$ cat config.mk
export PLATFORM = sky130hd
export DESIGN_NAME = ehrs_run_reset_status
export DESIGN_NICKNAME = d
export VERILOG_FILES = /design/src/logic/ehrs_pkg.sv /design/src/logic/ehrs_srst_seq.sv /design/src/logic/ehrs_run_reset_status.sv
export VERILOG_INCLUDE_DIRS = /design/src /design/src/logic
export SDC_FILE = /design/constraint.sdc
export NUM_CORES = 1
export LEC_CHECK = 0
export BUFFER_PORTS_ARGS = -buffer_cell sky130_fd_sc_hd__buf_4
export CAP_MARGIN = 5
export CORE_MARGIN = 2
export CORE_UTILIZATION = 46
export CTS_BUF_LIST = sky130_fd_sc_hd__clkbuf_16
export DETAILED_ROUTE_END_ITERATION = 8
export PLACE_DENSITY = 0.84
export SYNTH_ARGS = -nofsm -noshare
export SYNTH_HDL_FRONTEND = slang
export SYNTH_SLANG_ARGS = --single-unit
export TNS_END_PERCENT = 5
$ cat constraint.sdc
create_clock -name clock -period 4.3 [get_ports clock]
set_input_delay 0.645 -clock clock [delete_from_list [all_inputs] [get_ports clock]]
set_output_delay 0.645 -clock clock [all_outputs]
set_load 0.03 [all_outputs]
$ cat src/logic/ehrs_consts.svh
// Constants for the run/stop, controller reset and status register block
`ifndef EHRS_CONSTS_SVH
`define EHRS_CONSTS_SVH

// ==========================================
// Register map (byte addresses in operational space)
`define EHRS_ADDR_W 8
`define EHRS_OFS_CMD 8'h20
`define EHRS_OFS_STS 8'h24

// ==========================================
// Command field positions
`define EHRS_CMD_RS 0
`define EHRS_CMD_HCRST 1
`define EHRS_CMD_PSE 4
`define EHRS_CMD_ASE 5

// ==========================================
// Status field positions
`define EHRS_STS_EVT_LSB 0
`define EHRS_STS_HSE 4
`define EHRS_STS_HCH 12
`define EHRS_STS_ASYNC_EMPTY_DETECT 13
`define EHRS_STS_PSS 14
`define EHRS_STS_ASS 15
// Pending bits that software may clear; bit 5 is read-only
`define EHRS_STS_W1C_MASK 6'h1F

// ==========================================
// Reset values
`define EHRS_RS_RST 1'b0
`define EHRS_EN_RST 1'b0
`define EHRS_SCHED_RST 1'b0
`define EHRS_HCH_RST 1'b1
`define EHRS_EVT_RST 6'h00
`define EHRS_WORD_RST 32'h0000_0000

// ==========================================
// Timing
`define EHRS_CLK_PERIOD_NS 8
`define EHRS_SRST_TIME_NS 64
`define EHRS_SRST_CYCLES ((`EHRS_SRST_TIME_NS + `EHRS_CLK_PERIOD_NS - 1) / `EHRS_CLK_PERIOD_NS)

`endif

$ cat src/logic/ehrs_pkg.sv
// Types shared by the run/stop, reset and status block
package ehrs_pkg;

    // ==========================================
    // Event pulses from the schedule engine, in status bit order
    typedef struct packed {
        logic async_advance_irq;   // Async advance
        logic host_sys_error;   // Host system error
        logic frame_rollover;   // Frame list rollover
        logic port_change;   // Port change
        logic err;   // Transfer error
        logic done;  // Transfer done
    } ehrs_evt_t;

    // ==========================================
    // Schedule state reported to the engine
    typedef struct packed {
        logic async_sched_status;
        logic periodic_sched_status;
        logic async_empty_detect;
        logic halted_flag;
    } ehrs_state_t;

    // ==========================================
    // Soft reset sequencer states
    typedef enum logic [2:0] {
        EHRS_SR_IDLE = 3'b001,
        EHRS_SR_HOLD = 3'b010,
        EHRS_SR_DONE = 3'b100
    } ehrs_srst_state_t;

endpackage

$ cat src/logic/ehrs_srst_seq.sv
// Soft reset sequencer: holds the core in reset, then reports completion
`timescale 1ns/1ps
`include "ehrs_consts.svh"
module ehrs_srst_seq #(
    parameter int HOLD_CYCLES = `EHRS_SRST_CYCLES
) (
    // Clock and reset
    input wire logic clock,
    input wire logic sys_rst,
    // Control
    input wire logic start,
    // Status
    output logic core_reset,
    output logic done,
    output logic busy
);
    localparam int CW = $clog2(HOLD_CYCLES + 1);

    ehrs_pkg::ehrs_srst_state_t state_q;  // Current state
    ehrs_pkg::ehrs_srst_state_t state_d;  // Next state
    logic [CW-1:0] cnt_q;  // Cycles spent in hold
    logic [CW-1:0] cnt_d;

    // ==========================================
    // Next state
    always_comb begin
        state_d = state_q;
        cnt_d = cnt_q;
        case (state_q)
            ehrs_pkg::EHRS_SR_IDLE: begin
                cnt_d = '0;
                if (start) begin
                    state_d = ehrs_pkg::EHRS_SR_HOLD;
                end
            end
            ehrs_pkg::EHRS_SR_HOLD: begin
                // Start requests in this window are ignored on purpose
                if (cnt_q == CW'(HOLD_CYCLES - 1)) begin
                    state_d = ehrs_pkg::EHRS_SR_DONE;
                end else begin
                    cnt_d = cnt_q + 1'b1;
                end
            end
            ehrs_pkg::EHRS_SR_DONE: begin
                state_d = ehrs_pkg::EHRS_SR_IDLE;
            end
            default: begin
                state_d = ehrs_pkg::EHRS_SR_IDLE;
            end
        endcase
    end

    // ==========================================
    // State registers
    always_ff @(posedge clock or posedge sys_rst) begin
        if (sys_rst) begin
            state_q <= ehrs_pkg::EHRS_SR_IDLE;
            cnt_q <= '0;
        end else begin
            state_q <= state_d;
            cnt_q <= cnt_d;
        end
    end

    // Outputs decode straight from the state flops
    assign core_reset = (state_q == ehrs_pkg::EHRS_SR_HOLD);
    assign done = (state_q == ehrs_pkg::EHRS_SR_DONE);
    assign busy = (state_q != ehrs_pkg::EHRS_SR_IDLE);
endmodule

$ cat src/logic/ehrs_run_reset_status.sv
// Run/stop, controller soft reset and status register block
`timescale 1ns/1ps
`include "ehrs_consts.svh"
module ehrs_run_reset_status #(
    parameter int SRST_CYCLES = `EHRS_SRST_CYCLES
) (
    // Clock and reset
    input wire logic clock,
    input wire logic sys_rst,
    // Operational register port
    input wire logic reg_req,
    input wire logic reg_we,
    input wire logic [`EHRS_ADDR_W-1:0] reg_addr,
    input wire logic [3:0] reg_be,
    input wire logic [31:0] reg_wdata,
    output logic [31:0] reg_rdata,
    output logic reg_ack,
    // Schedule engine
    input wire logic pipe_idle,
    input wire logic sched_boundary,
    input wire logic async_empty_set,
    input wire logic async_empty_clr,
    input wire ehrs_pkg::ehrs_evt_t evt,
    output logic sched_run,
    output logic async_run,
    output logic periodic_run,
    output ehrs_pkg::ehrs_state_t sched_state,
    // Core reset fan-out
    output logic core_reset,
    output logic txn_abort,
    output logic port_own_release,
    output logic bus_reset_block
);

    // ==========================================
    // Declarations
    logic run_stop_q;  // Run when set
    logic run_stop_d;
    logic pse_q;  // Periodic enable
    logic pse_d;
    logic ase_q;  // Async enable
    logic ase_d;
    logic hcr_q;  // Soft reset request bit
    logic hcr_d;
    logic halted_q;  // Halted flag
    logic halted_d;
    logic pss_q;  // Periodic schedule status
    logic pss_d;
    logic ass_q;  // Async schedule status
    logic ass_d;
    logic async_empty_detect_q;  // Async empty detect
    logic async_empty_detect_d;
    logic [5:0] evt_q;  // Pending event bits
    logic [5:0] evt_d;
    logic [31:0] rdata_q;
    logic [31:0] rdata_d;
    logic ack_q;
    logic abort_q;
    logic [5:0] evt_v;  // Event pulses as a vector
    logic [5:0] w1c;  // Bits software clears this cycle
    logic wr_cmd;
    logic wr_sts;
    logic srst_start;
    logic srst_done;
    logic srst_busy;
    logic clr_ops;  // Operational registers back to reset values

    // Address match, used for both reads and writes
    function automatic logic hit(input logic [`EHRS_ADDR_W-1:0] a,
                                 input logic [`EHRS_ADDR_W-1:0] ofs);
        hit = (a == ofs);
    endfunction

    // ==========================================
    // Access decode
    assign evt_v = evt;
    // Writes are dropped while a soft reset runs so nothing half-resets
    assign wr_cmd = reg_req && reg_we && reg_be[0] && !hcr_q && hit(reg_addr, `EHRS_OFS_CMD);
    assign wr_sts = reg_req && reg_we && reg_be[0] && !hcr_q && hit(reg_addr, `EHRS_OFS_STS);
    assign w1c = wr_sts ? (reg_wdata[5:0] & `EHRS_STS_W1C_MASK) : 6'h00;
    assign srst_start = wr_cmd && reg_wdata[`EHRS_CMD_HCRST];
    assign clr_ops = srst_start || core_reset;

    // ==========================================
    // Soft reset sequencer
    ehrs_srst_seq #(
        .HOLD_CYCLES(SRST_CYCLES)
    ) u_srst (
        .clock(clock),
        .sys_rst(sys_rst),
        .start(srst_start),
        .core_reset(core_reset),
        .done(srst_done),
        .busy(srst_busy)
    );

    // ==========================================
    // Command bits next values
    always_comb begin
        run_stop_d = run_stop_q;
        pse_d = pse_q;
        ase_d = ase_q;
        hcr_d = hcr_q;
        if (clr_ops) begin
            // Run/stop and both schedule enables return to their initial state; the reset bit is set below
            run_stop_d = `EHRS_RS_RST;
            pse_d = `EHRS_EN_RST;
            ase_d = `EHRS_EN_RST;
        end else begin
            if (wr_cmd) begin
                run_stop_d = reg_wdata[`EHRS_CMD_RS];
                pse_d = reg_wdata[`EHRS_CMD_PSE];
                ase_d = reg_wdata[`EHRS_CMD_ASE];
            end
            // A host bus error beats a software start in the same cycle
            if (evt.host_sys_error) begin
                run_stop_d = 1'b0;
            end
        end
        // Writing zero cannot end the reset early; only completion clears it
        if (srst_done) begin
            hcr_d = 1'b0;
        end else if (srst_start) begin
            hcr_d = 1'b1;
        end
    end

    // ==========================================
    // Status bits next values
    always_comb begin
        halted_d = halted_q;
        pss_d = pss_q;
        ass_d = ass_q;
        async_empty_detect_d = async_empty_detect_q;
        evt_d = evt_q;
        if (clr_ops) begin
            halted_d = `EHRS_HCH_RST;
            pss_d = `EHRS_SCHED_RST;
            ass_d = `EHRS_SCHED_RST;
            async_empty_detect_d = `EHRS_SCHED_RST;
            evt_d = `EHRS_EVT_RST;
        end else begin
            // Halted only once the pipeline drained after run/stop fell
            if (run_stop_d) begin
                halted_d = 1'b0;
            end else if (pipe_idle) begin
                halted_d = 1'b1;
            end
            // Enables take effect at a schedule boundary, or at once when halted
            if (sched_boundary || halted_q) begin
                pss_d = pse_q;
                ass_d = ase_q;
            end
            // Set wins over clear and over an off async schedule, which otherwise drops the empty flag
            if (async_empty_set) begin
                async_empty_detect_d = 1'b1;
            end else if (async_empty_clr || !ass_q) begin
                async_empty_detect_d = 1'b0;
            end
            evt_d = evt_v | (evt_q & ~w1c);
        end
    end

    // ==========================================
    // Read data; frame list size and reserved bits read as zero
    always_comb begin
        rdata_d = `EHRS_WORD_RST;
        if (reg_req && !reg_we && hit(reg_addr, `EHRS_OFS_CMD)) begin
            rdata_d[`EHRS_CMD_RS] = run_stop_q;
            rdata_d[`EHRS_CMD_HCRST] = hcr_q;
            rdata_d[`EHRS_CMD_PSE] = pse_q;
            rdata_d[`EHRS_CMD_ASE] = ase_q;
        end else if (reg_req && !reg_we && hit(reg_addr, `EHRS_OFS_STS)) begin
            rdata_d[5:0] = evt_q;
            rdata_d[`EHRS_STS_HCH] = halted_q;
            rdata_d[`EHRS_STS_ASYNC_EMPTY_DETECT] = async_empty_detect_q;
            rdata_d[`EHRS_STS_PSS] = pss_q;
            rdata_d[`EHRS_STS_ASS] = ass_q;
        end
    end

    // ==========================================
    // Registers
    always_ff @(posedge clock or posedge sys_rst) begin
        if (sys_rst) begin
            run_stop_q <= `EHRS_RS_RST;
            pse_q <= `EHRS_EN_RST;
            ase_q <= `EHRS_EN_RST;
            hcr_q <= 1'b0;
            halted_q <= `EHRS_HCH_RST;
            pss_q <= `EHRS_SCHED_RST;
            ass_q <= `EHRS_SCHED_RST;
            async_empty_detect_q <= `EHRS_SCHED_RST;
            evt_q <= `EHRS_EVT_RST;
            rdata_q <= `EHRS_WORD_RST;
            ack_q <= 1'b0;
            abort_q <= 1'b0;
        end else begin
            run_stop_q <= run_stop_d;
            pse_q <= pse_d;
            ase_q <= ase_d;
            hcr_q <= hcr_d;
            halted_q <= halted_d;
            pss_q <= pss_d;
            ass_q <= ass_d;
            async_empty_detect_q <= async_empty_detect_d;
            evt_q <= evt_d;
            rdata_q <= rdata_d;
            ack_q <= reg_req;
            abort_q <= srst_start;
        end
    end

    // ==========================================
    // Outputs
    assign reg_rdata = rdata_q;
    assign reg_ack = ack_q;
    // Schedule keeps running while run/stop is set and no reset is active
    assign sched_run = run_stop_q && !core_reset;
    assign async_run = ass_q;
    assign periodic_run = pss_q;
    assign sched_state = {ass_q, pss_q, async_empty_detect_q, halted_q};
    // Abort from the cycle after the request; ports go back to companions and must not send bus reset
    assign txn_abort = abort_q || core_reset;
    assign port_own_release = core_reset;
    assign bus_reset_block = core_reset;

    // Completion shows one cycle after the hold, so the latency tracks the parameter
    localparam int SRST_LAT = SRST_CYCLES + 1;
endmodule

==> results of run 1 <==
-- cell families after synthesis --
logic type | count (synthesis) | share of synthesized area
and+or+nand+nor | 63 | 0.2274
buffers and inverters | 39 | 0.1523
DFF | 33 | 0.4871
AOI/OAI and AO/OA | 31 | 0.1177
muxes | 1 | 0.005887
adders and majority gates | 1 | 0.007357
other | 1 | 0.002205
-- critical path, delay by kind of cell, from the launching register on --
family	cells	cell delay, ns
and+or+nand+nor	2	0.44
buffers and inverters	2	0.40
DFF	1	0.44
-- stage by stage --
step,setup WS (ns),cells,cell area [sq um],hold WS (ns)
2_1_floorplan,2.345,190,1779,0.4539
3_3_place_gp,2.217,257,1993,0.4659
3_5_place_dp,2.173,257,1993,0.4717
4_1_cts,2.111,264,2130,0.4695
5_1_grt,2.013,264,2130,0.4902
6_report,2.103,264,2130,0.4596
-- layout make-up --
class	count	area [sq um]
clock inverter	2	11.26
multi-input combinational	118	691.9
sequential	33	828.3
clock buffer	5	125.1
fill	325	1476
tap	48	60.06
inverter	6	22.52
timing repair buffer	52	390.4
-- state kept, by name, summed over array words and instances, names as in the netlist --
name	count
run_stop_q	1
hcr_q	1
pse_q	1
periodic_run	1
async_run	1
reg_ack	1
reg_rdata	10
halted_q	1
abort_q	1
evt_q	6
u_srst.state_q	3
u_srst.cnt_q	4
async_empty_detect_q	1
ase_q	1
-- synth_stat cells (all sizes together) --
cell,instances
inv,6
dfstp,2
a2bb2oi,2
nor3,2
and4bb,1
a22o,6
nor2,17
nor2b,3
o21bai,1
and4,1
nand3b,4
nor4b,2
a21oi,14
nand4,7
ha,1
nand3,1
or2,2
o22ai,1
dfrtp,31
conb,1
and3,1
clkbuf,1
a31oi,1
mux2i,1
nor4bb,1
o21ai,4
buf,32
a32o,2
nand2,10
nand2b,3
nor4,1
and2,7
-- routing by layer --
metal | vias to the layer above | share of wire | track usage
li1 | 623 | - | -
met1 | 644 | 0.41 | 0.2149
met2 | 63 | 0.49 | 0.2719
met3 | 9 | 0.073 | 0.06424
met4 | 0 | 0.021 | 0.1064
met5 | - | 0 | 0
-- cell usage in the layout (no fill, tap or decap), drive strengths merged, types with 2 or more instances in the layout --
master,instances
buf,52
dfrtp,31
conb,22
nor2,17
a21oi,14
nand2,10
and2,7
nand4,7
inv,6
a22o,6
clkbuf,5
nand3b,4
o21ai,4
nor2b,3
nand2b,3
nor4b,2
a2bb2oi,2
nor3,2
a32o,2
dfstp,2
or2,2
-- where the power goes --
part | switching, mW | total [mW] | internal, mW | leakage (nW)
logic | 0.0462 | 0.0692 | 0.0230 | 0.601
registers | 0.000948 | 0.314 | 0.313 | 0.418
clock network | 0.125 | 0.334 | 0.209 | 0.0633
total | 0.173 | 0.717 | 0.544 | 1.08
-- worst max-delay path by stage --
stage / startpoint / to / slack [ns] / cells past startpoint
5_1_grt: u_srst.state_q[2]$_DFFE_PP0P_ / port_own_release / 2.01 / 4
3_5_place_dp: reg_addr[6] / run_stop_q$_DFF_PP0_ / 2.17 / 5
6_report: u_srst.state_q[2]$_DFFE_PP0P_ / core_reset / 2.10 / 4
3_3_place_gp: reg_addr[6] / run_stop_q$_DFF_PP0_ / 2.22 / 5
2_1_floorplan: u_srst.state_q[0]$_DFFE_PP1P_ / core_reset / 2.34 / 5
4_1_cts: u_srst.state_q[2]$_DFFE_PP0P_ / core_reset / 2.11 / 4
==> summary.md, run 1 <==
| Metric | Value |
|---|---|
| Mapped cell area | around 1700 sq um |
| Critical Path Max Stage Delay | around 0.44 ns |
| Maximum clock path buffer count | 2 |
| Hold buffer count at cts | 0 |
| Synth unique cells | 35 |
| Reg2reg setup slack | approximately 2.7 ns |
| Synthesized instance count | 169 |
| FF+latch count, synth | 33 |
| Largest net degree at the start of global routing | 34 |
| Reg-to-Reg Start | hcr_q$_DFFE_PP0P_ |
| Peak VDD IR | around 0.00015 V |
| DRC viols | 0 |
| Synth top area share | 0.4562 |
| Synth warnings | 0 |
| DRT antenna net count | 0 |
| Worst-path cell chain | nor2_1, nand2_1, inv_1, buf_4 |
| Die X | approximately 65 um |
| Slowest stage cell on the critical path | dfrtp_1 |
| Endpoints failing setup | 0 |
| Fraction of layout cells with a size suffix above 1 | 0.3009 |
| Worst reg2reg path depth | 5 |
| Crit path capture type | output port |
| # IOs | around 100 |
| Vias in the first global route | between 1,000 and 1,500 |
| Drt wl/cell | 13.10 um |
| Initial DRC Count | 67 |
| Fmax | between 400 and 500 MHz |
| Clock period minus worst slack | 2.197 ns |
| Num Clock Sinks | 33 |
| Pre-antenna DRT Iters | 4 |
| Num CTS Buffers | 5 |
| Resized Gates After CTS | 0 |
| PwrDens | between 300 and 400 nW/um^2 |
| Post-synth top area cell | dfrtp_1 |
| Starting density of the core | 0.4715 |
| Setup bufs post-CTS | 0 |
| Period utilization | 0.5110 |
| Total gr overflow | 0 |
| Layout area overhead | 25.24% |
| Register area share after synthesis | 0.4871 |
| Vias/cell | 5.072 |
| First-pass GRT wire length | 5.513 mm |
| Root Driver | clkbuf_16 |
| GPL Wtd Cong | 0.7623 |
| Clk pin slew, worst setup/hold paths | ~0.050 ns |
| PortBufs | 50 |
| Startpoint Class | flip-flop |
| Routed vias | between 1,000 and 1,500 |
| All-Layer GR Usage | 0.1781 |
| Unrepaired setup endpoints after global routing | no |
| Final Hold Vio Count | 0 |
| Final core occ | 0.5906 |
| TNS Setup | 0 ns |
| Status | completed |
| H-tree depth | 2 |
| Clock Latency Late Sink | about 0.28 ns |
| DRT Wirelength | 3.458 mm |
| Post-DP HPWL | between 2 and 2.5 mm |
| Synth top area cells | dfrtp_1 46%, buf_4 13%, a21oi_1 4.1% |
| DIE HEIGHT | about 65 um |
| Ant. Diodes | 0 |
| Row count | 22 |
| CP max FO | 7 |
| Slew @ Worst Pin | approximately 0.69 ns |
| Core Box Area | approximately 3600 sq um |
| Initial antenna violation count | 0 |
| Overall Power | around 0.7 mW |
| Final Skew | 0.003365 ns |
| CP required | between 3 and 4 ns |
| Clock tree from TritonCTS | built |
| Worst slew margin | 0.5391 |
| Crit Path Class | reg -> out |
| Leak Pwr | 1.083 nW |
| Full die area | about 4200 sq um |
| Tightest Hold Check Type | in -> async |
| Worst R2R End | async_run$_DFFE_PP0P_ |
| Final Max Tran Viols | 0 |
| Nets | roughly 280 |
| Max-cap check violation count | 0 |
| Crit path arrival time | ~1.6 ns |
| Synth Area per Inst | around 10 sq um |
(Power assumes the default switching activity.)
==> inputs of run 2 (changes only) <==
--- a/config.mk
+++ b/config.mk
@@ -9,10 +9,10 @@
 export BUFFER_PORTS_ARGS = -buffer_cell sky130_fd_sc_hd__buf_4
 export CAP_MARGIN = 5
 export CORE_MARGIN = 2
-export CORE_UTILIZATION = 46
+export CORE_UTILIZATION = 43
 export CTS_BUF_LIST = sky130_fd_sc_hd__clkbuf_16
 export DETAILED_ROUTE_END_ITERATION = 8
-export PLACE_DENSITY = 0.84
+export PLACE_DENSITY = 0.8
 export SYNTH_ARGS = -nofsm -noshare
 export SYNTH_HDL_FRONTEND = slang
 export SYNTH_SLANG_ARGS = --single-unit
==> constraint.sdc (replaced) <==
create_clock -name clock -period 2.21 [get_ports clock]
set_input_delay 0.3315 -clock clock [delete_from_list [all_inputs] [get_ports clock]]
set_output_delay 0.3315 -clock clock [all_outputs]
set_load 0.03 [all_outputs]
==> run 2 against run 1 <==
Count of clock-buffer cells in the layout stayed put. Largest cell class unchanged. Highest routed layer unchanged. Global-route usage is 0.46 points lower. Cell area is 0.71% higher. Register-to-register slack worse by 2.1 ns.
==> summary.md, run 2 (synthesis gave the netlist of run 1 again) <==
| Metric | Value |
|---|---|
| Starting density of the core | 0.4542 (-0.01734) |
| Ant. Diodes | 0 (unchanged) |
| Max-cap check violation count | 0 (unchanged) |
| Vias/cell | 4.873 (-3.9%) |
| Slowest stage cell on the critical path | dfrtp_1 |
| # IOs | 102 (unchanged) |
| Clock Latency Late Sink | 0.27 ns (about the same) |
| Endpoints failing setup | 0 (unchanged) |
| Buf+Inv Stages, Crit Path | 2 (unchanged) |
| Largest net degree at the start of global routing | 34 (unchanged) |
| H-tree depth | 2 (unchanged) |
| Root Driver | clkbuf_16 |
| Fillers | 342 (+5.2%) |
| Clock period minus worst slack | ~1.9 ns |
| Final Hold Vio Count | 0 (unchanged) |
| Unrepaired setup endpoints after global routing | no |
| Row count | 22 (unchanged) |
| Peak VDD IR | 0.0004183 V (+170%) |
| Pre-antenna DRT Iters | 4 (unchanged) |
| Initial DRC Count | 83 (+24%) |
| Startpoint Class | flip-flop |
| Num CTS Buffers | 5 (unchanged) |
| PwrDens | 644.1 nW/um^2 (+91%) |
| Fraction of layout cells with a size suffix above 1 | 0.3014 (+0.0004439) |
| Leak Pwr | 1.108 nW (+2.3%) |
| Clk pin slew, worst setup/hold paths | 0.05 ns (about the same) |
| Status | completed |
| Period utilization | 0.8665 |
| Vias in the first global route | 1,198 (-1.7%) |
| All-Layer GR Usage | 0.1735 (-0.004616) |
| TNS Setup | 0 ns (unchanged) |
| PortBufs | 50 (unchanged) |
| Critical Path Max Stage Delay | 0.44 ns (about the same) |
| DRT Wirelength | 3.426 mm (-0.93%) |
| Resized Gates After CTS | 0 (unchanged) |
| CP max FO | 7 (unchanged) |
| Clock tree from TritonCTS | built |
| DRT antenna net count | 0 (unchanged) |
| Maximum clock path buffer count | 2 (unchanged) |
| Post-DP HPWL | 2.484 mm (+2.0%) |
| Final Skew | 0.003874 ns (+0.0005090 ns) |
| Dpl cells | 259 (+0.78%) |
| Crit path arrival time | 1.58 ns (+0.03 ns) |
| Drt wl/cell | 12.83 um (-2.0%) |
| DIE HEIGHT | 66.89 um (+3.2%) |
| Nets | 277 (+0.73%) |
| Final Max Tran Viols | 0 (unchanged) |
| DRC viols | 0 (unchanged) |
| Num Clock Sinks | 33 (unchanged) |
| Fmax | 522.2 MHz |
| Crit path capture type | output port |
| Full die area | 4474 sq um (+6.5%) |
| Worst-path cell chain | nor2_1, nand2_1, inv_1, buf_4 |
| Setup bufs post-CTS | 0 (unchanged) |
| Hold slack final | 0.1465 ns (-0.3130 ns) |
| Layout Cells excl Fill | 267 (+1.1%) |
| Total gr overflow | 0 (unchanged) |
| Hold buffer count at cts | 0 (unchanged) |
| Die X | 66.89 um (+3.2%) |
| Core Box Area | 3744 sq um (+3.8%) |
| Leading cell type in the layout, fill and taps excluded | buf_4 |
| Routed vias | 1,301 (-2.8%) |
| Tightest Hold Check Type | in -> async |
| Most frequent cells in the layout | 54 x buf_4, 31 x dfrtp_1, 22 x conb_1 |
| Max reg flops | 10 (unchanged) |
| GPL Wtd Cong | 0.7917 (+3.9%) |
| CP required | 1.88 ns (-1.77 ns) |
| Layout area overhead | 26.12% |
| Crit Path Class | reg -> out |
| First-pass GRT wire length | 5.540 mm (+0.49%) |
| Crit path max-delay family | simple AND/OR/NAND/NOR gates |
| Initial antenna violation count | 0 (unchanged) |
[run 2: changes by cell type in the layout (fill, tap and decap cells not counted)]
cell	before	now
buf_4	52	54
clkinv_1	1	0
clkinvlp_4	1	0
inv_1	6	9
[run 2: path summary, 6_finish.rpt]
| check | startpoint | endpoint | slack, ns | cells after the start |
|---|---|---|---|---|
| min in group clock | reg_req | reg_ack$_DFF_PP0_ | 0.18 | 1 |
| worst max-delay path | u_srst.state_q[2]$_DFFE_PP0P_ | bus_reset_block | 0.30 | 4 |
| max in group asynchronous | sys_rst | u_srst.state_q[0]$_DFFE_PP1P_ | 1.74 | 3 |
| worst min-delay path | sys_rst | u_srst.cnt_q[0]$_DFFE_PP0P_ | 0.15 | 3 |
| worst min register to register | evt_q[2]$_DFF_PP0_ | reg_rdata[2]$_DFF_PP0_ | 0.48 | 1 |
| worst max register to register | hcr_q$_DFFE_PP0P_ | run_stop_q$_DFF_PP0_ | 0.55 | 5 |
[run 2: metal layers]
metal | track usage | wire length [um] | up-vias | part of all wire
li1 | - | - | 630 | -
met3 | 0.05912 | 269 | 5 | 0.079
met1 | 0.2131 | 1375 | 602 | 0.40
met5 | 0 | 0 | - | 0
met2 | 0.2688 | 1716 | 64 | 0.50
met4 | 0.08929 | 64 | 0 | 0.019
[run 2: report_power, final]
| part | switching, mW | internal (mW) | total, mW |
|---|---|---|---|
| Sequential | 0.00182 | 0.608 | 0.610 |
| Clock | 0.233 | 0.404 | 0.637 |
| Combinational | 0.0888 | 0.0452 | 0.134 |
| Total | 0.324 | 1.06 | 1.38 |
[run 2: worst reg2reg max path: stages, from the launching register on]
cell      delay (ns)
dfrtp_1         0.40
nor4bb_1        0.28
buf_4           0.22
nand4_2         0.15
nand2_1         0.36
nor3_1          0.12
[run 2: final cells by class]
class	instances	area, sq um	area share
Sequential cell	33	828.3	0.3862
Multi-Input combinational cell	118	691.9	0.3226
Timing Repair Buffer	54	405.4	0.1890
Clock buffer	5	125.1	0.05834
Tap cell	48	60.06	0.02800
Inverter	6	22.52	0.01050
Clock inverter	3	11.26	0.005251
[run 2: metrics by stage]
| stage | power [mW] | instance area [sq um] | setup WS [ns] | util |
|---|---|---|---|---|
| CTS | 1.397 | 2145 | 0.2827 | 0.5729 |
| global route | 1.441 | 2145 | 0.1583 | 0.5729 |
| global placement | 0.7531 | 2008 | 0.5277 | 0.5364 |
| finish | 1.381 | 2145 | 0.2951 | 0.5729 |
| detailed placement | 0.7549 | 2008 | 0.4904 | 0.5364 |
| floorplan | 0.7284 | 1779 | 0.5681 | - |
